`src/spictl_pkg.sv`:
```
// Package with register map, field positions and timing constants of the SPI control block
package spictl_pkg;
	// ==========================================================
	// Register offsets
	localparam logic [1:0] ADDR_DATA = 2'h0;
	localparam logic [1:0] ADDR_CTRL = 2'h1;
	localparam logic [1:0] ADDR_STAT = 2'h2;
	// ==========================================================
	// Control register fields
	localparam int CR_IE = 7;
	localparam int CR_PE = 6;
	localparam int CR_DIV2 = 5;
	localparam int CR_MASTER_SELECT_BIT = 4;
	localparam int CR_CLOCK_POLARITY = 3;
	localparam int CR_CLOCK_PHASE = 2;
	localparam int CR_R1 = 1;
	localparam int CR_R0 = 0;
	localparam logic [7:0] CTRL_RESET = 8'h00;
	// ==========================================================
	// Status register fields
	localparam int SR_DONE = 7;
	localparam int SR_WCOL = 6;
	localparam int SR_OVR = 5;
	localparam int SR_MODE_FAULT_FLAG = 4;
	localparam int SR_SOD = 2;
	localparam int SR_SSM = 1;
	localparam int SR_SSI = 0;
	// ==========================================================
	// Transfer framing
	localparam logic [4:0] EDGES_PER_BYTE = 5'h10;
	// Half periods of SCK in CPU cycles, by {div2, rate_select_low}
	localparam logic [6:0] HALF_DIV4 = 7'h02;
	localparam logic [6:0] HALF_DIV8 = 7'h04;
	localparam logic [6:0] HALF_DIV16 = 7'h08;
	localparam logic [6:0] HALF_DIV32 = 7'h10;
	localparam logic [6:0] HALF_DIV64 = 7'h20;
	localparam logic [6:0] HALF_DIV128 = 7'h40;
endpackage : spictl_pkg

```
`src/spictl_top.sv`:
```
// SPI control, rate generation, minimal shifter and low power handling
//
// The strobed register port and the register offsets were chosen for this implementation.
`timescale 1ns/100ps
`default_nettype none

module spictl_top (
	// Clock and reset
	input wire logic I_SYS_CLK,
	input wire logic I_SYS_RST,
	// Register port
	input wire logic [1:0] I_ADDR,
	input wire logic [7:0] I_WDATA,
	input wire logic I_WR,
	input wire logic I_RD,
	output logic [7:0] O_RDATA,
	// SPI pins
	input wire logic I_SCK,
	output logic O_SCK,
	output logic O_SCK_OE,
	input wire logic I_MOSI,
	output logic O_MOSI,
	output logic O_MOSI_OE,
	input wire logic I_MISO,
	output logic O_MISO,
	output logic O_MISO_OE,
	input wire logic I_SS_N,
	// CPU state
	input wire logic I_CPU_IMASK,
	input wire logic I_HALT,
	// Requests to the CPU
	output logic O_IRQ,
	output logic O_WAKE_WAIT,
	output logic O_WAKE_HALT,
	output logic O_PINS_SPI
);
	// ==========================================================
	// State
	logic [7:0] ctrl;
	logic done_f, wcol_f, ovr_f, mode_fault_flag_f;
	logic sod, ssm, soft_select_level;
	logic stat_seen, mode_fault_flag_armed;
	logic [7:0] shreg, rxbuf;
	logic out_bit, busy, sck_lvl, halt_d, halt_ok;
	logic [4:0] edge_cnt;
	logic [6:0] tick;
	logic [1:0] sck_s, mosi_s, miso_s, ssn_s;
	logic sck_prev;
	logic [7:0] mrx;
	logic [1:0] cap_p, fin_p;

	// ==========================================================
	// Decode
	wire logic ie = ctrl[spictl_pkg::CR_IE];
	wire logic pe = ctrl[spictl_pkg::CR_PE];
	wire logic master_select_bit = ctrl[spictl_pkg::CR_MASTER_SELECT_BIT];
	wire logic clock_polarity = ctrl[spictl_pkg::CR_CLOCK_POLARITY];
	wire logic clock_phase = ctrl[spictl_pkg::CR_CLOCK_PHASE];
	wire logic ss_int = ssm ? soft_select_level : ssn_s[1];
	wire logic fault = pe & master_select_bit & ~ss_int;
	// Halt freezes all but a selected slave that was picked at entry
	wire logic run = ~I_HALT | (halt_ok & ~master_select_bit);
	wire logic wr_ok = I_WR & ~I_HALT;
	wire logic rd_ok = I_RD & ~I_HALT;
	wire logic wr_data = wr_ok & (I_ADDR == spictl_pkg::ADDR_DATA);
	wire logic wr_ctrl = wr_ok & (I_ADDR == spictl_pkg::ADDR_CTRL);
	wire logic wr_stat = wr_ok & (I_ADDR == spictl_pkg::ADDR_STAT);
	wire logic rd_data = rd_ok & (I_ADDR == spictl_pkg::ADDR_DATA);
	wire logic rd_stat = rd_ok & (I_ADDR == spictl_pkg::ADDR_STAT);
	// Data writes inhibited while done flag stands unseen
	wire logic load_ok = wr_data & ~busy & ~(done_f & ~stat_seen);
	wire logic collide = wr_data & busy;

	// ==========================================================
	// Master rate select; low bits only matter in master mode
	logic [6:0] half;
	always_comb begin
		case ({ctrl[spictl_pkg::CR_DIV2], ctrl[spictl_pkg::CR_R1], ctrl[spictl_pkg::CR_R0]})
			3'h4: half = spictl_pkg::HALF_DIV4;
			3'h0: half = spictl_pkg::HALF_DIV8;
			3'h1: half = spictl_pkg::HALF_DIV16;
			3'h6: half = spictl_pkg::HALF_DIV32;
			3'h2: half = spictl_pkg::HALF_DIV64;
			default: half = spictl_pkg::HALF_DIV128;
		endcase
	end

	// ==========================================================
	// Edge source: divider in master mode, synced pin in slave mode
	wire logic m_edge = busy & master_select_bit & run & (tick == half - 7'h01);
	wire logic s_edge = busy & ~master_select_bit & run & (sck_s[1] != sck_prev);
	wire logic sck_edge = m_edge | s_edge;
	wire logic rx_in = master_select_bit ? miso_s[1] : mosi_s[1];
	// Capture on odd edges for phase 0, even edges for phase 1
	wire logic capture = sck_edge & (edge_cnt[0] == clock_phase);
	wire logic last_edge = sck_edge & (edge_cnt == spictl_pkg::EDGES_PER_BYTE - 5'h01);
	wire logic slave_go = pe & ~master_select_bit & ~ss_int & ~busy & run;
	// Master ends its byte only once the late captured last bit is in
	wire logic done_evt = (last_edge & ~master_select_bit) | fin_p[1];

	// Pin synchronisers
	always_ff @(posedge I_SYS_CLK or posedge I_SYS_RST) begin
		if (I_SYS_RST) begin
			sck_s <= 2'h0;
			mosi_s <= 2'h0;
			miso_s <= 2'h0;
			ssn_s <= 2'h3;
			sck_prev <= 1'b0;
		end else begin
			sck_s <= {sck_s[0], I_SCK};
			mosi_s <= {mosi_s[0], I_MOSI};
			miso_s <= {miso_s[0], I_MISO};
			ssn_s <= {ssn_s[0], I_SS_N};
			sck_prev <= sck_s[1];
		end
	end

	// Control register; fault wins over software, upper bits reset to 0
	always_ff @(posedge I_SYS_CLK or posedge I_SYS_RST) begin
		if (I_SYS_RST) begin
			ctrl <= spictl_pkg::CTRL_RESET;
		end else if (fault) begin
			ctrl[spictl_pkg::CR_PE] <= 1'b0;
			ctrl[spictl_pkg::CR_MASTER_SELECT_BIT] <= 1'b0;
		end else if (wr_ctrl) begin
			ctrl <= I_WDATA;
			// Enable and master held off while a fault is unacknowledged
			if (mode_fault_flag_f & ~mode_fault_flag_armed) begin
				ctrl[spictl_pkg::CR_PE] <= 1'b0;
				ctrl[spictl_pkg::CR_MASTER_SELECT_BIT] <= 1'b0;
			end
		end
	end

	// Software bits of the status register
	always_ff @(posedge I_SYS_CLK or posedge I_SYS_RST) begin
		if (I_SYS_RST) begin
			sod <= 1'b0;
			ssm <= 1'b0;
			soft_select_level <= 1'b0;
		end else if (wr_stat) begin
			sod <= I_WDATA[spictl_pkg::SR_SOD];
			ssm <= I_WDATA[spictl_pkg::SR_SSM];
			soft_select_level <= I_WDATA[spictl_pkg::SR_SSI];
		end
	end

	// Hardware flags: a set in the clearing cycle wins
	always_ff @(posedge I_SYS_CLK or posedge I_SYS_RST) begin
		if (I_SYS_RST) begin
			done_f <= 1'b0;
			ovr_f <= 1'b0;
			wcol_f <= 1'b0;
			mode_fault_flag_f <= 1'b0;
		end else begin
			if (done_evt)
				done_f <= 1'b1;
			else if (stat_seen & (rd_data | wr_data))
				done_f <= 1'b0;
			if (done_evt & done_f)
				ovr_f <= 1'b1;
			else if (rd_stat)
				ovr_f <= 1'b0;
			if (collide)
				wcol_f <= 1'b1;
			else if (stat_seen & (rd_data | wr_data))
				wcol_f <= 1'b0;
			if (fault)
				mode_fault_flag_f <= 1'b1;
			else if (mode_fault_flag_armed & wr_ctrl)
				mode_fault_flag_f <= 1'b0;
		end
	end

	// Clearing sequence tracking: status read arms, data access or control write ends
	always_ff @(posedge I_SYS_CLK or posedge I_SYS_RST) begin
		if (I_SYS_RST) begin
			stat_seen <= 1'b0;
			mode_fault_flag_armed <= 1'b0;
		end else begin
			stat_seen <= rd_stat ? (done_f | wcol_f) : (stat_seen & ~(rd_data | wr_data));
			mode_fault_flag_armed <= rd_stat ? mode_fault_flag_f : (mode_fault_flag_armed & ~wr_ctrl);
		end
	end

	// Shift engine; received byte stays in the shifter so an unloaded slave echoes it
	always_ff @(posedge I_SYS_CLK or posedge I_SYS_RST) begin
		if (I_SYS_RST) begin
			shreg <= 8'h00;
			out_bit <= 1'b0;
			busy <= 1'b0;
			edge_cnt <= 5'h00;
			tick <= 7'h00;
		end else if (load_ok) begin
			shreg <= I_WDATA;
			out_bit <= I_WDATA[7];
			busy <= master_select_bit & pe;
			edge_cnt <= 5'h00;
			tick <= 7'h00;
		end else if (slave_go) begin
			busy <= 1'b1;
			out_bit <= shreg[7];
			edge_cnt <= 5'h00;
		end else if (busy & (~pe | (~master_select_bit & ss_int))) begin
			busy <= 1'b0; // Deselect or disable aborts the byte
		end else if (busy & run) begin
			tick <= m_edge ? 7'h00 : tick + 7'h01;
			if (sck_edge)
				edge_cnt <= edge_cnt + 5'h01;
			if (capture)
				shreg <= {shreg[6:0], rx_in};
			else if (sck_edge)
				out_bit <= shreg[7];
			if (last_edge)
				busy <= 1'b0;
		end
	end

	// Master receive: synced MISO trails the SCK pin by two cycles, so sample late
	always_ff @(posedge I_SYS_CLK or posedge I_SYS_RST) begin
		if (I_SYS_RST) begin
			cap_p <= 2'h0;
			fin_p <= 2'h0;
			mrx <= 8'h00;
		end else begin
			cap_p <= {cap_p[0], capture & master_select_bit};
			fin_p <= {fin_p[0], last_edge & master_select_bit};
			if (cap_p[1])
				mrx <= {mrx[6:0], miso_s[1]};
		end
	end

	// Receive buffer keeps the first byte after the clear
	always_ff @(posedge I_SYS_CLK or posedge I_SYS_RST) begin
		if (I_SYS_RST)
			rxbuf <= 8'h00;
		else if (fin_p[1] & ~done_f)
			rxbuf <= cap_p[1] ? {mrx[6:0], miso_s[1]} : mrx;
		else if (last_edge & ~master_select_bit & ~done_f)
			rxbuf <= capture ? {shreg[6:0], rx_in} : shreg;
	end

	// SCK level: idle at polarity, toggled on each master edge
	always_ff @(posedge I_SYS_CLK or posedge I_SYS_RST) begin
		if (I_SYS_RST)
			sck_lvl <= 1'b0;
		else if (!busy || !master_select_bit)
			sck_lvl <= clock_polarity;
		else if (m_edge)
			sck_lvl <= ~sck_lvl;
	end

	// Halt entry: wake possible only if slave select was low then
	always_ff @(posedge I_SYS_CLK or posedge I_SYS_RST) begin
		if (I_SYS_RST) begin
			halt_d <= 1'b0;
			halt_ok <= 1'b0;
		end else begin
			halt_d <= I_HALT;
			if (I_HALT & ~halt_d)
				halt_ok <= pe & ~master_select_bit & ~ss_int;
			else if (!I_HALT)
				halt_ok <= 1'b0;
		end
	end

	// ==========================================================
	// Registered outputs
	wire logic any_evt = done_f | mode_fault_flag_f | ovr_f;
	always_ff @(posedge I_SYS_CLK or posedge I_SYS_RST) begin
		if (I_SYS_RST) begin
			O_IRQ <= 1'b0;
			O_WAKE_WAIT <= 1'b0;
			O_WAKE_HALT <= 1'b0;
			O_PINS_SPI <= 1'b0;
			O_SCK <= 1'b0;
			O_SCK_OE <= 1'b0;
			O_MOSI_OE <= 1'b0;
			O_MISO_OE <= 1'b0;
			O_RDATA <= 8'h00;
		end else begin
			O_IRQ <= ie & any_evt & ~I_CPU_IMASK;
			O_WAKE_WAIT <= ie & any_evt;
			O_WAKE_HALT <= I_HALT & halt_ok & ie & done_f;
			O_PINS_SPI <= pe;
			O_SCK <= sck_lvl;
			O_SCK_OE <= pe & master_select_bit;
			O_MOSI_OE <= pe & master_select_bit & ~sod;
			// Slave drives MISO only while selected, so slaves do not fight
			O_MISO_OE <= pe & ~master_select_bit & ~sod & ~ss_int;
			if (rd_ok) begin
				case (I_ADDR)
					spictl_pkg::ADDR_DATA: O_RDATA <= rxbuf;
					spictl_pkg::ADDR_CTRL: O_RDATA <= ctrl;
					spictl_pkg::ADDR_STAT: O_RDATA <= {done_f, wcol_f, ovr_f, mode_fault_flag_f,
						1'b0, sod, ssm, soft_select_level};
					default: O_RDATA <= 8'h00;
				endcase
			end else begin
				O_RDATA <= 8'h00;
			end
		end
	end

	// Serial data from the output flip-flop to whichever line the mode owns
	assign O_MOSI = out_bit;
	assign O_MISO = out_bit;

endmodule : spictl_top

`default_nettype wire

```
`config.mk`:
```
export PLATFORM = sky130hd
export DESIGN_NAME = spictl_top
export DESIGN_NICKNAME = d
export VERILOG_FILES = /design/src/spictl_pkg.sv /design/src/spictl_top.sv
export SDC_FILE = /design/constraint.sdc
export NUM_CORES = 1
export LEC_CHECK = 0
export BUFFER_PORTS_ARGS = -buffer_cell sky130_fd_sc_hd__buf_2
export CAP_MARGIN = 5
export CORE_MARGIN = 5
export CORE_UTILIZATION = 55
export CTS_CLUSTER_DIAMETER = 40
export DETAILED_ROUTE_END_ITERATION = 6
export PLACE_DENSITY = 0.8
export SLEW_MARGIN = 20
export SYNTH_ARGS = -nofsm -noshare
export SYNTH_HDL_FRONTEND = slang
export SYNTH_SLANG_ARGS = --single-unit
```
`constraint.sdc`:
```
create_clock -name I_SYS_CLK -period 6.4 [get_ports I_SYS_CLK]
set_input_delay 0.32 -clock I_SYS_CLK [delete_from_list [all_inputs] [get_ports I_SYS_CLK]]
set_output_delay 0.32 -clock I_SYS_CLK [all_outputs]
set_load 0.005 [all_outputs]
```
# Yosys cells after proc, flatten, opt, wreduce, memory -nomap -nowiden
# Cells that the tools add are included.
classes:
  add_sub_neg: 3
  n_eq_ne: 15
  mux: 52
  n_bitwise: 73
  reduce_logical: 22
ops:
  columns: ["operator", "count"]
  rows:
  - ["$mux W8", 9]
  - ["$and A1 B1 Y1", 49]
  - ["$mux W7", 6]
  - ["$pmux W7 S5", 1]
  - ["$mux W1", 30]
  - ["$mux W5", 5]
  - ["$pmux W8 S3", 1]
  - ["$not A1 Y1", 16]
  - ["$reduce_bool A2 Y1", 8]
  - ["$or A1 B1 Y1", 8]
  - ["$reduce_bool A4 Y1", 2]
  - ["$add A7 B1 Y7 const B", 1]
  - ["$eq A7 B7 Y1", 1]
  - ["$sub A7 B1 Y7 const B", 1]
  - ["$eq A3 B3 Y1 const B", 2]
  - ["$reduce_and A3 Y1", 2]
  - ["$reduce_bool A3 Y1", 2]
  - ["$add A5 B1 Y5 const B", 1]
  - ["$eq A5 B4 Y1 const B", 1]
  - ["$ne A2 B2 Y1 const B", 2]
  - ["$reduce_and A2 Y1", 2]
  - ["$reduce_and A4 Y1", 1]
  - ["$eq A3 B1 Y1 const B", 1]
  - ["$eq A3 B2 Y1 const B", 1]
  - ["11 further kinds", 12]
word_totals:
  ff_bits: 87
  inputBits: 20
  out_inout_bits: 18
  word_cells: 202

# Longest topological paths before layout
# Gate-level depths: netlist of the first run.
logic_depth:
  ltp_word: 12
  depth_mapped: 8
  ltp_nobuf: 6

# Least setup slack after synthesis of the first run
# No wires, ideal clock.
synth_timing:
  path_kind: "reg-to-reg"
  from: "reg ctrl[1]"
  to: "reg out_bit (netlist: O_MISO)"
  setup_ps: 128
  arrival_time_ps: 2233
  t_required_ps: 6272
  slack_ps: 4039
  path_stages_with_launch: 8
  n_path_buf: 1
  period_less_slack_ps: 2361
  cell_sequence: "dfrtp_1 -> buf_6 -> or3_4 -> a2111oi_4 -> o221ai_2 -> a31oi_1 -> a2bb2oi_1 -> mux2_1"
synth_via:
  elab_chain_cells: 9
  elab_cells_between_ends: 14
  classes_between: "add/sub (1); eq/ne (6); mux (1); bitwise (3); reduce/logical (3)"
synth_lines:
  columns: ["item", "line_no", "rtl"]
  rows:
  - ["start: declaration", "spictl_top.sv:39", "logic [7:0] ctrl;"]
  - ["start signal: assignment", "spictl_top.sv:121", "ctrl <= spictl_pkg::CTRL_RESET;"]
  - ["$eq A3 B2 Y1 (tied with other cells)", "spictl_top.sv:78", "case ({ctrl[spictl_pkg::CR_DIV2], ctrl[spictl_pkg::CR_R1], ctrl[spictl_pkg::CR_R0]})"]
  - ["$pmux W7 S5 *", "spictl_top.sv:78", null]
  - ["$sub A7 B1 Y7 *", "spictl_top.sv:90", "wire logic m_edge = busy & master_select_bit & run & (tick == half - 7'h01);"]
  - ["$eq A7 B7 Y1 *", "spictl_top.sv:90", null]
  - ["$and A1 B1 Y1 *", "spictl_top.sv:90", null]
  - ["$or A1 B1 Y1 *", "spictl_top.sv:92", "wire logic sck_edge = m_edge | s_edge;"]
  - ["$and A1 B1 Y1", "spictl_top.sv:95", "wire logic capture = sck_edge & (edge_cnt[0] == clock_phase);"]
  - ["$ne A3 B2 Y1 (no line)", null, null]
  - ["$reduce_and A4 Y1 (no line) *", null, null]
  - ["end signal: assignment", "spictl_top.sv:196", "out_bit <= I_WDATA[7];"]
  - ["end signal: assignment", "spictl_top.sv:202", "out_bit <= shreg[7];"]
  - ["end signal: assignment", "spictl_top.sv:213", "out_bit <= shreg[7];"]
  - ["end: declaration", "spictl_top.sv:44", "logic out_bit, busy, sck_lvl, halt_d, halt_ok;"]
# Every way passes the cells marked *; elsewhere a longest branch is shown, timed or not.
# A chain may end at the register's enable or synchronous reset.

# Final worst setup path of the first run
layout_timing:
  from: "reg done_f"
  to: "reg out_bit (netlist: O_MISO)"
layout_via:
  elab_chain_cells: 5
  elab_cells_between_ends: 9
  classes_between: "eq/ne (2); mux (1); bitwise (3); reduce/logical (3)"
layout_lines:
  columns: ["item", "line_no", "rtl"]
  rows:
  - ["start: declaration", "spictl_top.sv:40", "logic done_f, wcol_f, ovr_f, mode_fault_flag_f;"]
  - ["start signal: assignment", "spictl_top.sv:151", "done_f <= 1'b0;"]
  - ["start signal: assignment", "spictl_top.sv:157", "done_f <= 1'b1;"]
  - ["start signal: assignment", "spictl_top.sv:159", "done_f <= 1'b0;"]
  - ["$and A1 B1 Y1 *", "spictl_top.sv:71", "wire logic load_ok = wr_data & ~busy & ~(done_f & ~stat_seen);"]
  - ["$not A1 Y1 *", "spictl_top.sv:71", null]
  - ["$and A1 B1 Y1 *", "spictl_top.sv:71", null]
  - ["$ne A3 B3 Y1 (no line) (tied with other cells)", null, null]
  - ["$reduce_and A4 Y1 (no line)", null, null]
# Marked as above.

==> results summary, run 1 <==
The min-delay analysis places its worst path in the category in2reg. For this design, the slowest cell found on the critical path is o211ai_1. The remaining routing DRC violations came out at 0. The synthesized area per cell is approximately 11 µm². The flow ran to the end, and the final reports show no timing, DRC or antenna violations. The final routed wirelength across all metal layers is a little under 9000 µm.

Global routing used a little over a fifth of the available tracks across all layers. The switching share of total power is between 30% and 40%. The H-tree was split into 3 levels. The worst setup path is launched from a register. The area enclosed by the die boundary came out at 9147 µm². The relative max-transition margin is approximately 34%. The share of layout cells above drive strength 1 came out at 20.70%. The synthesized design contains between 80 and 90 register bits. The pin count of the biggest net entering global routing came out at approximately 90. The warning count from the yosys run is 0. The clock net in this run drives a total of 87 sinks. The sum of internal, switching and leakage power came out at approximately 0.0014 W. The largest vdd supply drop is about 180 µV.

The cell sitting at the root of the clock tree is a clkbuf_8. Setup violations remaining at the end of the flow were counted as 0. The reported max-cap violation count is 0. The sequential area share after synthesis came out at ~54%.

The register share of total power is between 50% and 60%. After synthesis, the netlist uses 63 different library cells. Summed over all cells, the static leakage comes to roughly 2.1 nW. The repair_antennas step left the layout with diodes totalling 0. The placed cell area came out at between 4000 and 5000 µm². Summed over all layers, the global routing overflow is 0. Once the clock tree was built, the resizer swapped 0 gates to a different size. The count of non-filler cells in the finished layout is 500. The clock slew at the register clock pins of the worst setup and hold paths came out at approximately 0.090 ns. The first-pass GRT wire length is 14340 µm. The setup fix buffers added after clock tree synthesis is 0. The post-cts hold buffer count came out at 0. Between clock sinks in the finished design, the worst skew comes to slightly below 0.01 ns. The count of flip-flops with a built-in enable after synthesis is 0. In this run the deepest clock path goes through 2 buffers.

The number of top-level pins came out at 38. The critical path endpoint category is a register. At the worst endpoint, the arrival time is between 2 and 3 ns. The cell area after layout came out at between 4000 and 5000 µm². The routed length per placed instance came out at around 18 µm. The post-detailed-route via-to-cell ratio is roughly 6.0. The buffers plus inverters on the worst setup path came out at 1.

Once the floorplan was initialized, standard cells occupied between 50% and 60% of the core. The sequential cell area is ~2200 µm². The routability congestion estimate from global placement is around 0.94.

The HPWL reported at the end of detailed placement is a little over 6000 µm. The number of cells after detailed placement came out at approximately 480. The flip-flop cell with the highest count after synthesis is dfrtp_1. The die is between 90 and 100 µm wide. The accumulated negative setup slack came out at 0 ns. The cell-internal power is ~0.001 W. Across all layers, the routed design uses approximately 3.0k vias. The slew at the pin closest to its max-slew limit is slightly below 1 ns. The worst setup path is of the reg2reg kind. The fraction of the cycle the final worst path needs is roughly two fifths.

The net switching power is between 0.0004 and 0.0005 W. The maximum operating frequency came out at ~370 MHz. The share of async-settable or async-resettable flops after synthesis is 100.0%. Before antenna repair, the detailed router went through 5 iterations. The height of the die came out at ~96 µm. Leaving out fill and tap cells, the most frequent cells in the layout are dfrtp_1 (85), nand2_1 (48), buf_2 (37), nor2_1 (35), mux2_2 (19).

For this run, the slowest stage of the critical path takes approximately 0.8 ns. The TritonCTS clock tree is yes. The row count came out at 31. The required time of the critical path came out at ~6.6 ns.

The cell area after technology mapping came out at about 4000 µm². The later-pin clock latency in the skew report came out at roughly 0.36 ns. The critical path goes through inv_1 > o211ai_1 > a31oi_1 > a2bb2oi_1 > mux2_1.

The filler cell count in the final layout is 576. In this design, the largest share of critical-path delay is due to compound AO/OA/AOI/OAI gates. The number of nets in the synthesized netlist is between 300 and 400. The maximum fanout along the worst path came out at 21. Relative to the synthesized area, the layout overhead comes to 10.86%. The power density over the cells is about 320 nW/µm². The proportion of power drawn by the clock network came out at about 29%.

The final-stage net count came out at 419. The number of slew-limit violations in the final report came out at 0. The count of input and output buffers came out at 37.

The number of nets with antenna violations after routing is 0. Summing all multi-input logic gate instances after layout gives between 1500 and 2000 µm². The number of antenna violations at the first check in global routing is 0. Synthesis produced a netlist whose cell count is approximately 370. The number of DRC markers after the initial detailed-route iteration came out at about 220.

The number of clock buffers inserted by TritonCTS came out at 9. Setup repair after global routing left no endpoint under its margin. The leading cell type in the layout, fill and taps excluded is dfrtp_1.

The routed design could run at a clock period as short as 2.679 ns. The combinational share of power is between 10% and 20%. The final hold violation count was 0.

The area of the placeable core came out at 7214 µm². The via count of the first global-routing pass was 2842.
[kinds of logic after synthesis]
| logic type | synth area share, % |
|---|---|
| muxes | 8.065 |
| adders and majority gates | 0.9306 |
| DFF | 54.03 |
| and+or+nand+nor | 15.60 |
| xor gates and xnor gates | 2.171 |
| buffers and inverters | 3.226 |
| AOI/OAI and AO/OA | 15.97 |
[stage by stage]
stage | hold slack [ns] | setup WS (ns) | util (%)
finish | 0.04815 | 3.721 | 61.98
global route | 0.04161 | 3.490 | 61.98
CTS | 0.03539 | 3.780 | 61.93
detailed placement | 0.3403 | 3.616 | 58.98
global placement | 0.3325 | 3.779 | 58.98
floorplan | 0.3245 | 3.833 | -
[cell type report]
cell class                 instances  share of cell area (%)
clock buffer                      11                   2.938
timing repair buffer              38                   4.393
tap                               99                   2.770
multi-input combinational        251                   38.56
inverter                           9                  0.7834
clock inverter                     5                   1.819
sequential                        87                   48.74
[synthesized netlist by cell type, drive strengths merged (8+ instances only)]
library cell / count / share of area, %
a21oi: 13 / 1.9
a221o: 9 / 2.2
a22o: 10 / 2.2
and3: 8 / 1.2
buf: 9 / 1.5
clkbuf: 10 / 0.93
dfrtp: 85 / 53
inv: 9 / 0.84
mux2: 20 / 5.6
mux2i: 10 / 2.5
nand2: 49 / 4.6
nor2: 35 / 3.3
o21ai: 8 / 0.99
[registers in the layout, summed over array words and instances, names as in the netlist, 2 cells and up]
register and flops:
edge_cnt 5, fin_p 2, cap_p 2, shreg 8
mrx 8, ssn_s 2, sck_s 2, rxbuf 8
mosi_s 2, O_RDATA 8, tick 7, miso_s 2
ctrl 8
[final timing paths]
| path | from | endpoint | slack (ns) | cells past startpoint |
|---|---|---|---|---|
| setup / recovery | done_f$_DFFE_PP0P_ | O_MISO$_DFFE_PP0P_ | 3.72 | 5 |
| hold / removal | I_SS_N | ssn_s[0]$_DFF_PP1_ | 0.05 | 1 |
| setup reg to reg | done_f$_DFFE_PP0P_ | O_MISO$_DFFE_PP0P_ | 3.72 | 5 |
| hold reg to reg | cap_p[0]$_DFF_PP0_ | cap_p[1]$_DFF_PP0_ | 0.35 | 0 |
| max in group asynchronous | I_SYS_RST | edge_cnt[4]$_DFFE_PP0P_ | 5.74 | 3 |
| min in group asynchronous | I_SYS_RST | rxbuf[5]$_DFFE_PP0P_ | 0.16 | 3 |
[metal layers]
metal	wire length, µm	GRT usage [%]	up-vias
li1	-	-	1371
met1	3758	27.90	1467
met2	4219	33.53	144
met3	621	3.236	19
met4	168	9.597	0
met5	0	0	-
[power by group through the flow]
| stage | clock network [W] | logic, W | registers [W] |
|---|---|---|---|
| floorplan | 0 | 0.000225 | 0.000706 |
| detailed placement | 0 | 0.000271 | 0.000744 |
| finish | 0.000410 | 0.000276 | 0.000738 |
| global route | 0.000439 | 0.000310 | 0.000750 |
| CTS | 0.000416 | 0.000275 | 0.000734 |
| global placement | 0 | 0.000268 | 0.000739 |
No activity file was read; power rests on OpenSTA's default activity.
==> inputs of run 2 (changes only) <==
--- a/config.mk
+++ b/config.mk
@@ -5,6 +5,7 @@
 export SDC_FILE = /design/constraint.sdc
 export NUM_CORES = 1
 export LEC_CHECK = 0
+export ABC_AREA = 1
 export BUFFER_PORTS_ARGS = -buffer_cell sky130_fd_sc_hd__buf_2
 export CAP_MARGIN = 5
 export CORE_MARGIN = 5
==> constraint.sdc (replaced) <==
create_clock -name I_SYS_CLK -period 2.55 [get_ports I_SYS_CLK]
set_input_delay 0.1275 -clock I_SYS_CLK [delete_from_list [all_inputs] [get_ports I_SYS_CLK]]
set_output_delay 0.1275 -clock I_SYS_CLK [all_outputs]
set_load 0.005 [all_outputs]
==> results summary, run 2 <==
The number of top-level pins came out at 38. The placed instances occupy a cell area of 4354 µm². The kind of cell with the highest combined delay along the critical path is simple AND/OR/NAND/NOR gates. For this design, the slowest cell found on the critical path is dfrtp_1. The library cell used most frequently in the layout, excluding fill and tap cells, is nand2_1. The H-tree was split into 3 levels. The largest family of logic cells by synthesized area is simple AND/OR/NAND/NOR gates. The via count of the first global-routing pass is approximately 3.2k. The signal on the critical path passes through inv_2 > a21oi_2 > nor2_1 > o211ai_2 > nand2_4 > nand2_4 > nand2_1 > nand3_1 > nand3_1 > nand2_1. Using the TritonRoute via totals, the vias-per-cell ratio works out to around 5.4. The worst setup path is launched from a register. The routability congestion estimate from global placement is 0.9051. The flow ran to the end, and the final reports show no timing, DRC or antenna violations. The largest vdd supply drop came out at 399.2 µV.

STA classifies the critical path endpoint as a register. The routed length per placed instance came out at roughly 14 µm. The number of nets with antenna violations after routing came out at 0. The number of DRC markers after the initial detailed-route iteration came out at around 280.

The setup fix buffers added after clock tree synthesis came out at 0. Counting every sink on the clock net gives 87. The reported max-cap violation count is 0. The aggregate global routing overflow came out at 0. The area growth from synthesis to final layout came out at 13.93%.

The share of layout cells above drive strength 1 is 17.48%. The number of antenna diodes in the final layout is 0. The worst hold path belongs to the class in2reg. The share of synthesized area spent on multiplexers came out at 0%.

After routing the design area is approximately 4600 µm². dfrtp_1 takes more of the synthesized area than any other cell. In the layout the commonest cells are nand2_1 (137), dfrtp_1 (85), nand3_1 (66), inv_1 (45), buf_2 (37). In this run the standard cell core region covers 7214 µm². The time the final worst path needs with I/O delays and setup came out at 2.173 ns.

The synthesized design contains 87 register bits. The count of input and output buffers came out at 37. Along the worst path, the maximum fanout reaches 12. The setup violation total in the final timing report came out at 0.

The HPWL reported at the end of detailed placement is roughly 6700 µm. The classification of the worst setup path is reg2reg. The first global-routing pass estimated between 15000 and 20000 µm of wire. The total via count in the routed design came out at roughly 3.4k. The final layout contains between 500 and 600 nets. The row count came out at 31.

The most critical setup path has its startpoint at ctrl[4]$_DFFE_PP0P_. The synthesized netlist devotes less than 1% of its cell area to XOR and XNOR gates. The setup clock skew after layout is between 0.01 and 0.015 ns. The top-area cell type share of the netlist area is between 50 and 60%. In this run the critical register-to-register path is captured at rxbuf[5]$_DFFE_PP0P_. After layout, the worst path uses a little under nine tenths of the clock period.

The number of cells after detailed placement came out at ~610. The first-pass iteration count of the detailed router came out at 6. The setup check on the worst reg-to-reg path leaves a slack of ~0.38 ns. The post-cts repair resize count is 0. The count of non-filler cells in the finished layout is between 600 and 700. The count of flip-flops with a built-in enable after synthesis came out at 0.

The most common cell in the synthesized netlist is nand2_1. The area fraction in compound gates after synthesis is under 10%. Once the floorplan was initialized, standard cells occupied roughly 56% of the core. TritonCTS built the clock tree.

The height of the die is 95.82 µm. Sequential elements use 53.82% of the synthesized area. The cell area that synthesis handed to floorplanning was slightly above 4000 µm². The remaining routing DRC violations came out at 0. For this run, the slowest stage of the critical path takes approximately 0.52 ns. The number of cells on the critical path came out at 10. The share of async-settable or async-resettable flops after synthesis is 100.0%. The root buffer cell chosen for the clock tree is clkbuf_8. The floorplan step defined a die boundary enclosing around 9200 µm². The buffers plus inverters on the worst setup path came out at 1.

Entering global routing, the biggest net connects 38 pins. For this run, the top clock speed supported by timing is 460.3 MHz. After clock tree synthesis, the clock-pin slew on the worst setup and hold paths is approximately 0.090 ns.

The slew at the pin closest to its max-slew limit came out at roughly 0.65 ns. The post-synthesis share of cell area spent on and, or, nand and nor gates came out at between 20% and 30%. The total global-route track usage came out at 21.48%. The later-pin clock latency in the skew report came out at between 0.3 and 0.4 ns.

The number of slew-limit violations in the final report came out at 0. The number of nets in the synthesized netlist is ~500. The arrival time reported for the critical path endpoint came out at between 2 and 2.5 ns. The synthesized netlist devotes 0.9268% of its cell area to adder and majority cells. The warning count from the yosys run is 0. The floorplan step set the die width to roughly 96 µm. The launching point of the worst reg2reg path is ctrl[4]$_DFFE_PP0P_.

The number of antenna violations at the first check in global routing is 0. The final hold violation count is 0. The critical path capture point is rxbuf[5]$_DFFE_PP0P_. Setup repair after global routing left no endpoint under its margin. The power density over the cells is roughly 850 nW/µm². By area the synthesized netlist is led by dfrtp_1 (53%), nand2_1 (13%), nand3_1 (8.2%). The number of clock buffers inserted by TritonCTS is 9. The relative max-transition margin is 56.36%.

For this run, the leading register cell type out of synthesis is dfrtp_1. For the final routed database, the setup TNS stands at 0 ns. The largest buffer count on any clock path is 2. The length in cells of the worst reg-to-reg path is 10. The required time of the critical path came out at around 2.8 ns. The cell count after synthesis is ~480. For this design the static power due to leakage is around 2.5 nW. The netlist uses roughly 40 different library cells. The synthesized area per cell came out at ~8.5 µm². The final routed wirelength across all metal layers came out at 9077 µm.

By count the netlist is led by nand2_1 (137), dfrtp_1 (85), nand3_1 (66).
==> run 2: per-layer routing <==
layer / part of all wire, % / global-route usage [%] / up-vias
met1: 44 / 28.97 / 1596
li1: - / - / 1641
met5: 0 / 0 / -
met3: 7.2 / 5.395 / 30
met2: 46 / 33.35 / 149
met4: 2.8 / 8.531 / 0
==> run 2: how the worst min path moves through the flow <==
| stage | from | to | slack, ns | cells past startpoint |
|---|---|---|---|---|
| final | I_RD | O_RDATA[3]$_DFF_PP0_ | 0.06 | 3 |
| after global routing | I_RD | O_RDATA[3]$_DFF_PP0_ | 0.05 | 3 |
| after CTS | I_RD | O_RDATA[3]$_DFF_PP0_ | 0.04 | 3 |
| after detailed placement | I_SYS_RST | O_RDATA[5]$_DFF_PP0_ | 0.23 | 2 |
| after global placement | I_SYS_RST | O_IRQ$_DFF_PP0_ | 0.23 | 2 |
| after floorplan | I_SS_N | ssn_s[0]$_DFF_PP1_ | 0.13 | 0 |
==> run 2: final cells by class <==
cell class / instances / area (µm²)
clock inverter: 6 / 52.55
clock buffer: 10 / 137.6
tap: 99 / 123.9
sequential: 87 / 2180
timing repair buffer: 50 / 312.8
inverter: 55 / 207.7
fill: 586 / 2600
multi-input combinational: 324 / 1600
==> run 2: cell families (layout without fill, tap and decap cells) <==
kind of cell               after synthesis  in the layout
and+or+nand+nor                        258            258
DFF                                     87             87
xor gates and xnor gates                 4              4
AOI/OAI and AO/OA                       59             59
buffers and inverters                   65            121
adders and majority gates                3              3
==> run 2: power breakdown <==
group / internal, W / switching (W) / total, W / leakage, nW
sequential: 0.00165 / 0.000245 / 0.00189 / 1.13
combinational: 0.000400 / 0.000711 / 0.00111 / 1.27
clock: 0.000394 / 0.000518 / 0.000912 / 0.0910
==> run 2: stage by stage <==
step	utilization, %	worst slack, ns	hold WS [ns]	power [W]
4_1_cts	63.96	0.4124	0.03908	0.003910
6_report	63.96	0.3774	0.05742	0.003917
2_1_floorplan	-	0.1756	0.1320	0.002663
3_5_place_dp	60.35	0.4518	0.2282	0.002994
5_1_grt	63.96	0.2250	0.05413	0.004166
3_3_place_gp	60.35	0.4507	0.2252	0.002956
==> run 2: timing repair <==
action	CTS	global route
hold endpoints to repair	38	0
endpoints found under the setup margin	0	0
hold buffers	7	0
==> run 2: worst min-delay path: cells and delay by family <==
family | cells | cell delay [ns]
simple gates | 1 | 0.10
compound gates | 1 | 0.05
buf+inv | 1 | 0.10
==> inputs of run 3 (changes only) <==
--- a/config.mk
+++ b/config.mk
@@ -11,6 +11,7 @@
 export CORE_MARGIN = 5
 export CORE_UTILIZATION = 55
 export CTS_CLUSTER_DIAMETER = 40
+export CTS_CLUSTER_SIZE = 25
 export DETAILED_ROUTE_END_ITERATION = 6
 export PLACE_DENSITY = 0.8
 export SLEW_MARGIN = 20
==> constraint.sdc (replaced) <==
create_clock -name I_SYS_CLK -period 2.55 [get_ports I_SYS_CLK]
set_input_delay 0 -clock I_SYS_CLK [delete_from_list [all_inputs] [get_ports I_SYS_CLK]]
set_output_delay 0 -clock I_SYS_CLK [all_outputs]
set_load 0.005 [all_outputs]
==> results summary, run 3 (synthesis gave the netlist of run 2 again) <==
The leakage power came out at approximately 2.5 nW. The number of clock buffers inserted by TritonCTS is 9. The worst setup path is launched from a register.

The sum of internal, switching and leakage power came out at around 0.0038 W. Post-CTS timing repair inserted 0 buffers for setup. The buffers plus inverters on the worst setup path is 2. The proportion of power drawn by the clock network came out at between 20% and 30%. The aggregate global routing overflow came out at 0. The maximum operating frequency is roughly 440 MHz.

Summing all multi-input logic gate instances after layout gives approximately 1600 µm². The peak per-stage delay on the critical path is about 0.5 ns. Adding up every negative setup slack in the final design gives 0 ns. The longest clock path from root to sink contains 2 buffers. For this configuration, the core starts out at a cell density of 56.14%. The die is about 96 µm wide. The sequential cell area came out at approximately 2200 µm².

The critical path in this run is classified as reg2reg. The run finished with clean final reports. The number of top-level pins is 38. The first-pass GRT wire length is approximately 16000 µm. The time the final worst path needs with I/O delays and setup is ~2.3 ns. The total via count in the routed design is approximately 3.4k. Power spread over the standard cell area amounts to ~820 nW/µm². The routed length per placed instance came out at about 15 µm. Setup repair after global routing left no endpoint under its margin. The reported max-cap violation count is 0.

The first-pass iteration count of the detailed router is 5. Leaving out fill and tap cells, the most frequent cell in the layout is nand2_1. The maximum fanout along the worst path came out at 17.

Counting stages on the worst path, the most repeated cell is nand2_1. The floorplan has 31 rows. The share of layout cells above drive strength 1 came out at about 16%.

The routability congestion estimate from global placement came out at between 0.9 and 1. The height of the die came out at around 96 µm. The core region is slightly above 7000 µm².

The combinational share of power came out at between 20 and 30%. The clock sink total came out at 87. The setup violation total in the final timing report came out at 0. After clock tree synthesis, the clock-pin slew on the worst setup and hold paths is roughly 0.080 ns. The final hold violation count came to 0.

After detailed routing, the number of remaining DRC violations is 0. The area growth from synthesis to final layout came out at 15.29%. The cell-internal power came out at 0.002426 W. The filler cell count in the final layout is 602. In the layout the commonest cells are nand2_1 (137), dfrtp_1 (85), nand3_1 (66), inv_1 (45), buf_2 (37). The worst pin sits at a relative slew slack of 62.62%. The worst setup path is captured at a register.

The pin count of the biggest net entering global routing is between 50 and 60. The fraction of the cycle the final worst path needs is about nine tenths. The slowest stage of the critical path is the dfrtp_1 cell. The number of DRC markers after the initial detailed-route iteration is 318.

The via count of the first global-routing pass came out at 3362. The count of inserted antenna diode cells is 0. The setup clock skew after layout came out at approximately 0.0090 ns. TritonCTS built the clock tree. The total global-route track usage came out at 23.02%. The post-detailed-route via-to-cell ratio is about 5.3. The kind of cell with the highest combined delay along the critical path is compound AO/OA/AOI/OAI gates. The number of antenna violations at the first check in global routing was 0. In this run the worst hold path is classified as in2reg. The largest vdd supply drop is roughly 420 µV. The count of buffers added on input and output ports is 37. The final routed wirelength across all metal layers came out at between 9000 and 10000 µm. The net switching power is between 0.001 and 0.0015 W.

The die covers approximately 9200 µm². Detailed placement finished with a half-perimeter wire length of about 7000 µm. STA puts the critical path data required time at 2.79 ns. The slew at the pin closest to its max-slew limit came out at 0.5594 ns. The switching share of total power came out at approximately 37%. The tightest hold margin is 0.03824 ns. The arrival time reported for the critical path endpoint is 2.51 ns. The later-pin clock latency in the skew report is about 0.35 ns. Sequential cells account for between 40% and 50% of the total power. The cell chosen for the clock root is clkbuf_8. The final-stage net count is approximately 560.

The number of slew-limit violations in the final report is 0. The count of nets left with antenna violations once routing finished came out at 0. The signal on the critical path passes through inv_2 > a21oi_2 > nor2_1 > o21ai_4 > inv_2 > nand2_1 > nand2_1 > o211ai_1 > nand2_1. The H-tree level count came out at 3.
-- run 3: changes by cell type in the layout (fill, tap and decap cells not counted), sizes merged --
cell,delta
clkbuf,+2
clkinv,+1
buf,-3
inv,-2
dlygate4sd3,+10
clkinvlp,-1
-- run 3: area by class of cell --
type	count	area share [%]
sequential	87	46.68
multi-input combinational	324	34.27
timing repair buffer	57	8.360
clock buffer	12	3.108
clock inverter	4	0.4823
tap	99	2.653
inverter	55	4.448
-- run 3: what timing repair did --
action                                 4_1_cts  5_1_grt
endpoints found under the hold margin       46        0
setup endpoints to repair                    0        0
hold buffers                                17        0
gates resized for setup                      0        0
-- run 3: per-layer routing --
metal / wire (µm) / global-route usage [%] / vias up
met3: 704 / 5.864 / 22
met1: 3953 / 30.57 / 1589
met4: 254 / 8.175 / 0
li1: - / - / 1662
met5: 0 / 0 / -
met2: 4478 / 36.65 / 135
-- run 3: worst reg2reg max path: cells and delay by family, from the launching register on --
kind                   cells  cell delay [ns]
AOI/OAI and AO/OA          3             0.76
and+or+nand+nor            4             0.53
DFF                        1             0.50
buffers and inverters      2             0.37
-- run 3: path summary, 6_finish.rpt --
kind                                          start              endpoint  slack (ns)  cells past startpoint
worst max-delay path            ctrl[4]$_DFFE_PP0P_    O_MISO$_DFFE_PP0P_        0.28                      9
worst min-delay path                      I_ADDR[0]    wcol_f$_DFFE_PP0P_        0.04                      4
worst max register to register  ctrl[4]$_DFFE_PP0P_    O_MISO$_DFFE_PP0P_        0.28                      9
worst min register to register   sck_s[0]$_DFF_PP0_    sck_s[1]$_DFF_PP0_        0.35                      0
max in group asynchronous                 I_SYS_RST  shreg[3]$_DFFE_PP0P_        1.66                      4
min in group asynchronous                 I_SYS_RST  O_RDATA[1]$_DFF_PP0_        0.20                      3
-- run 3: stage by stage --
stage               area (µm²)  cells  utilization, %  setup WS (ns)
CTS                       4669    638           64.72         0.3246
finish                    4669    638           64.72         0.2811
global placement          4332    605           60.04         0.5201
floorplan                 4050    476               -         0.3031
detailed placement        4332    605           60.04         0.3685
global route              4669    638           64.72         0.1015
-- run 3: power groups by stage --
stage / Sequential, W / Clock, W / Combinational, W
6_report: 0.00190 / 0.000843 / 0.00110
5_1_grt: 0.00193 / 0.000916 / 0.00126
4_1_cts: 0.00189 / 0.000860 / 0.00109
3_5_place_dp: 0.00191 / 0 / 0.00107
3_3_place_gp: 0.00190 / 0 / 0.00105
2_1_floorplan: 0.00185 / 0 / 0.000813
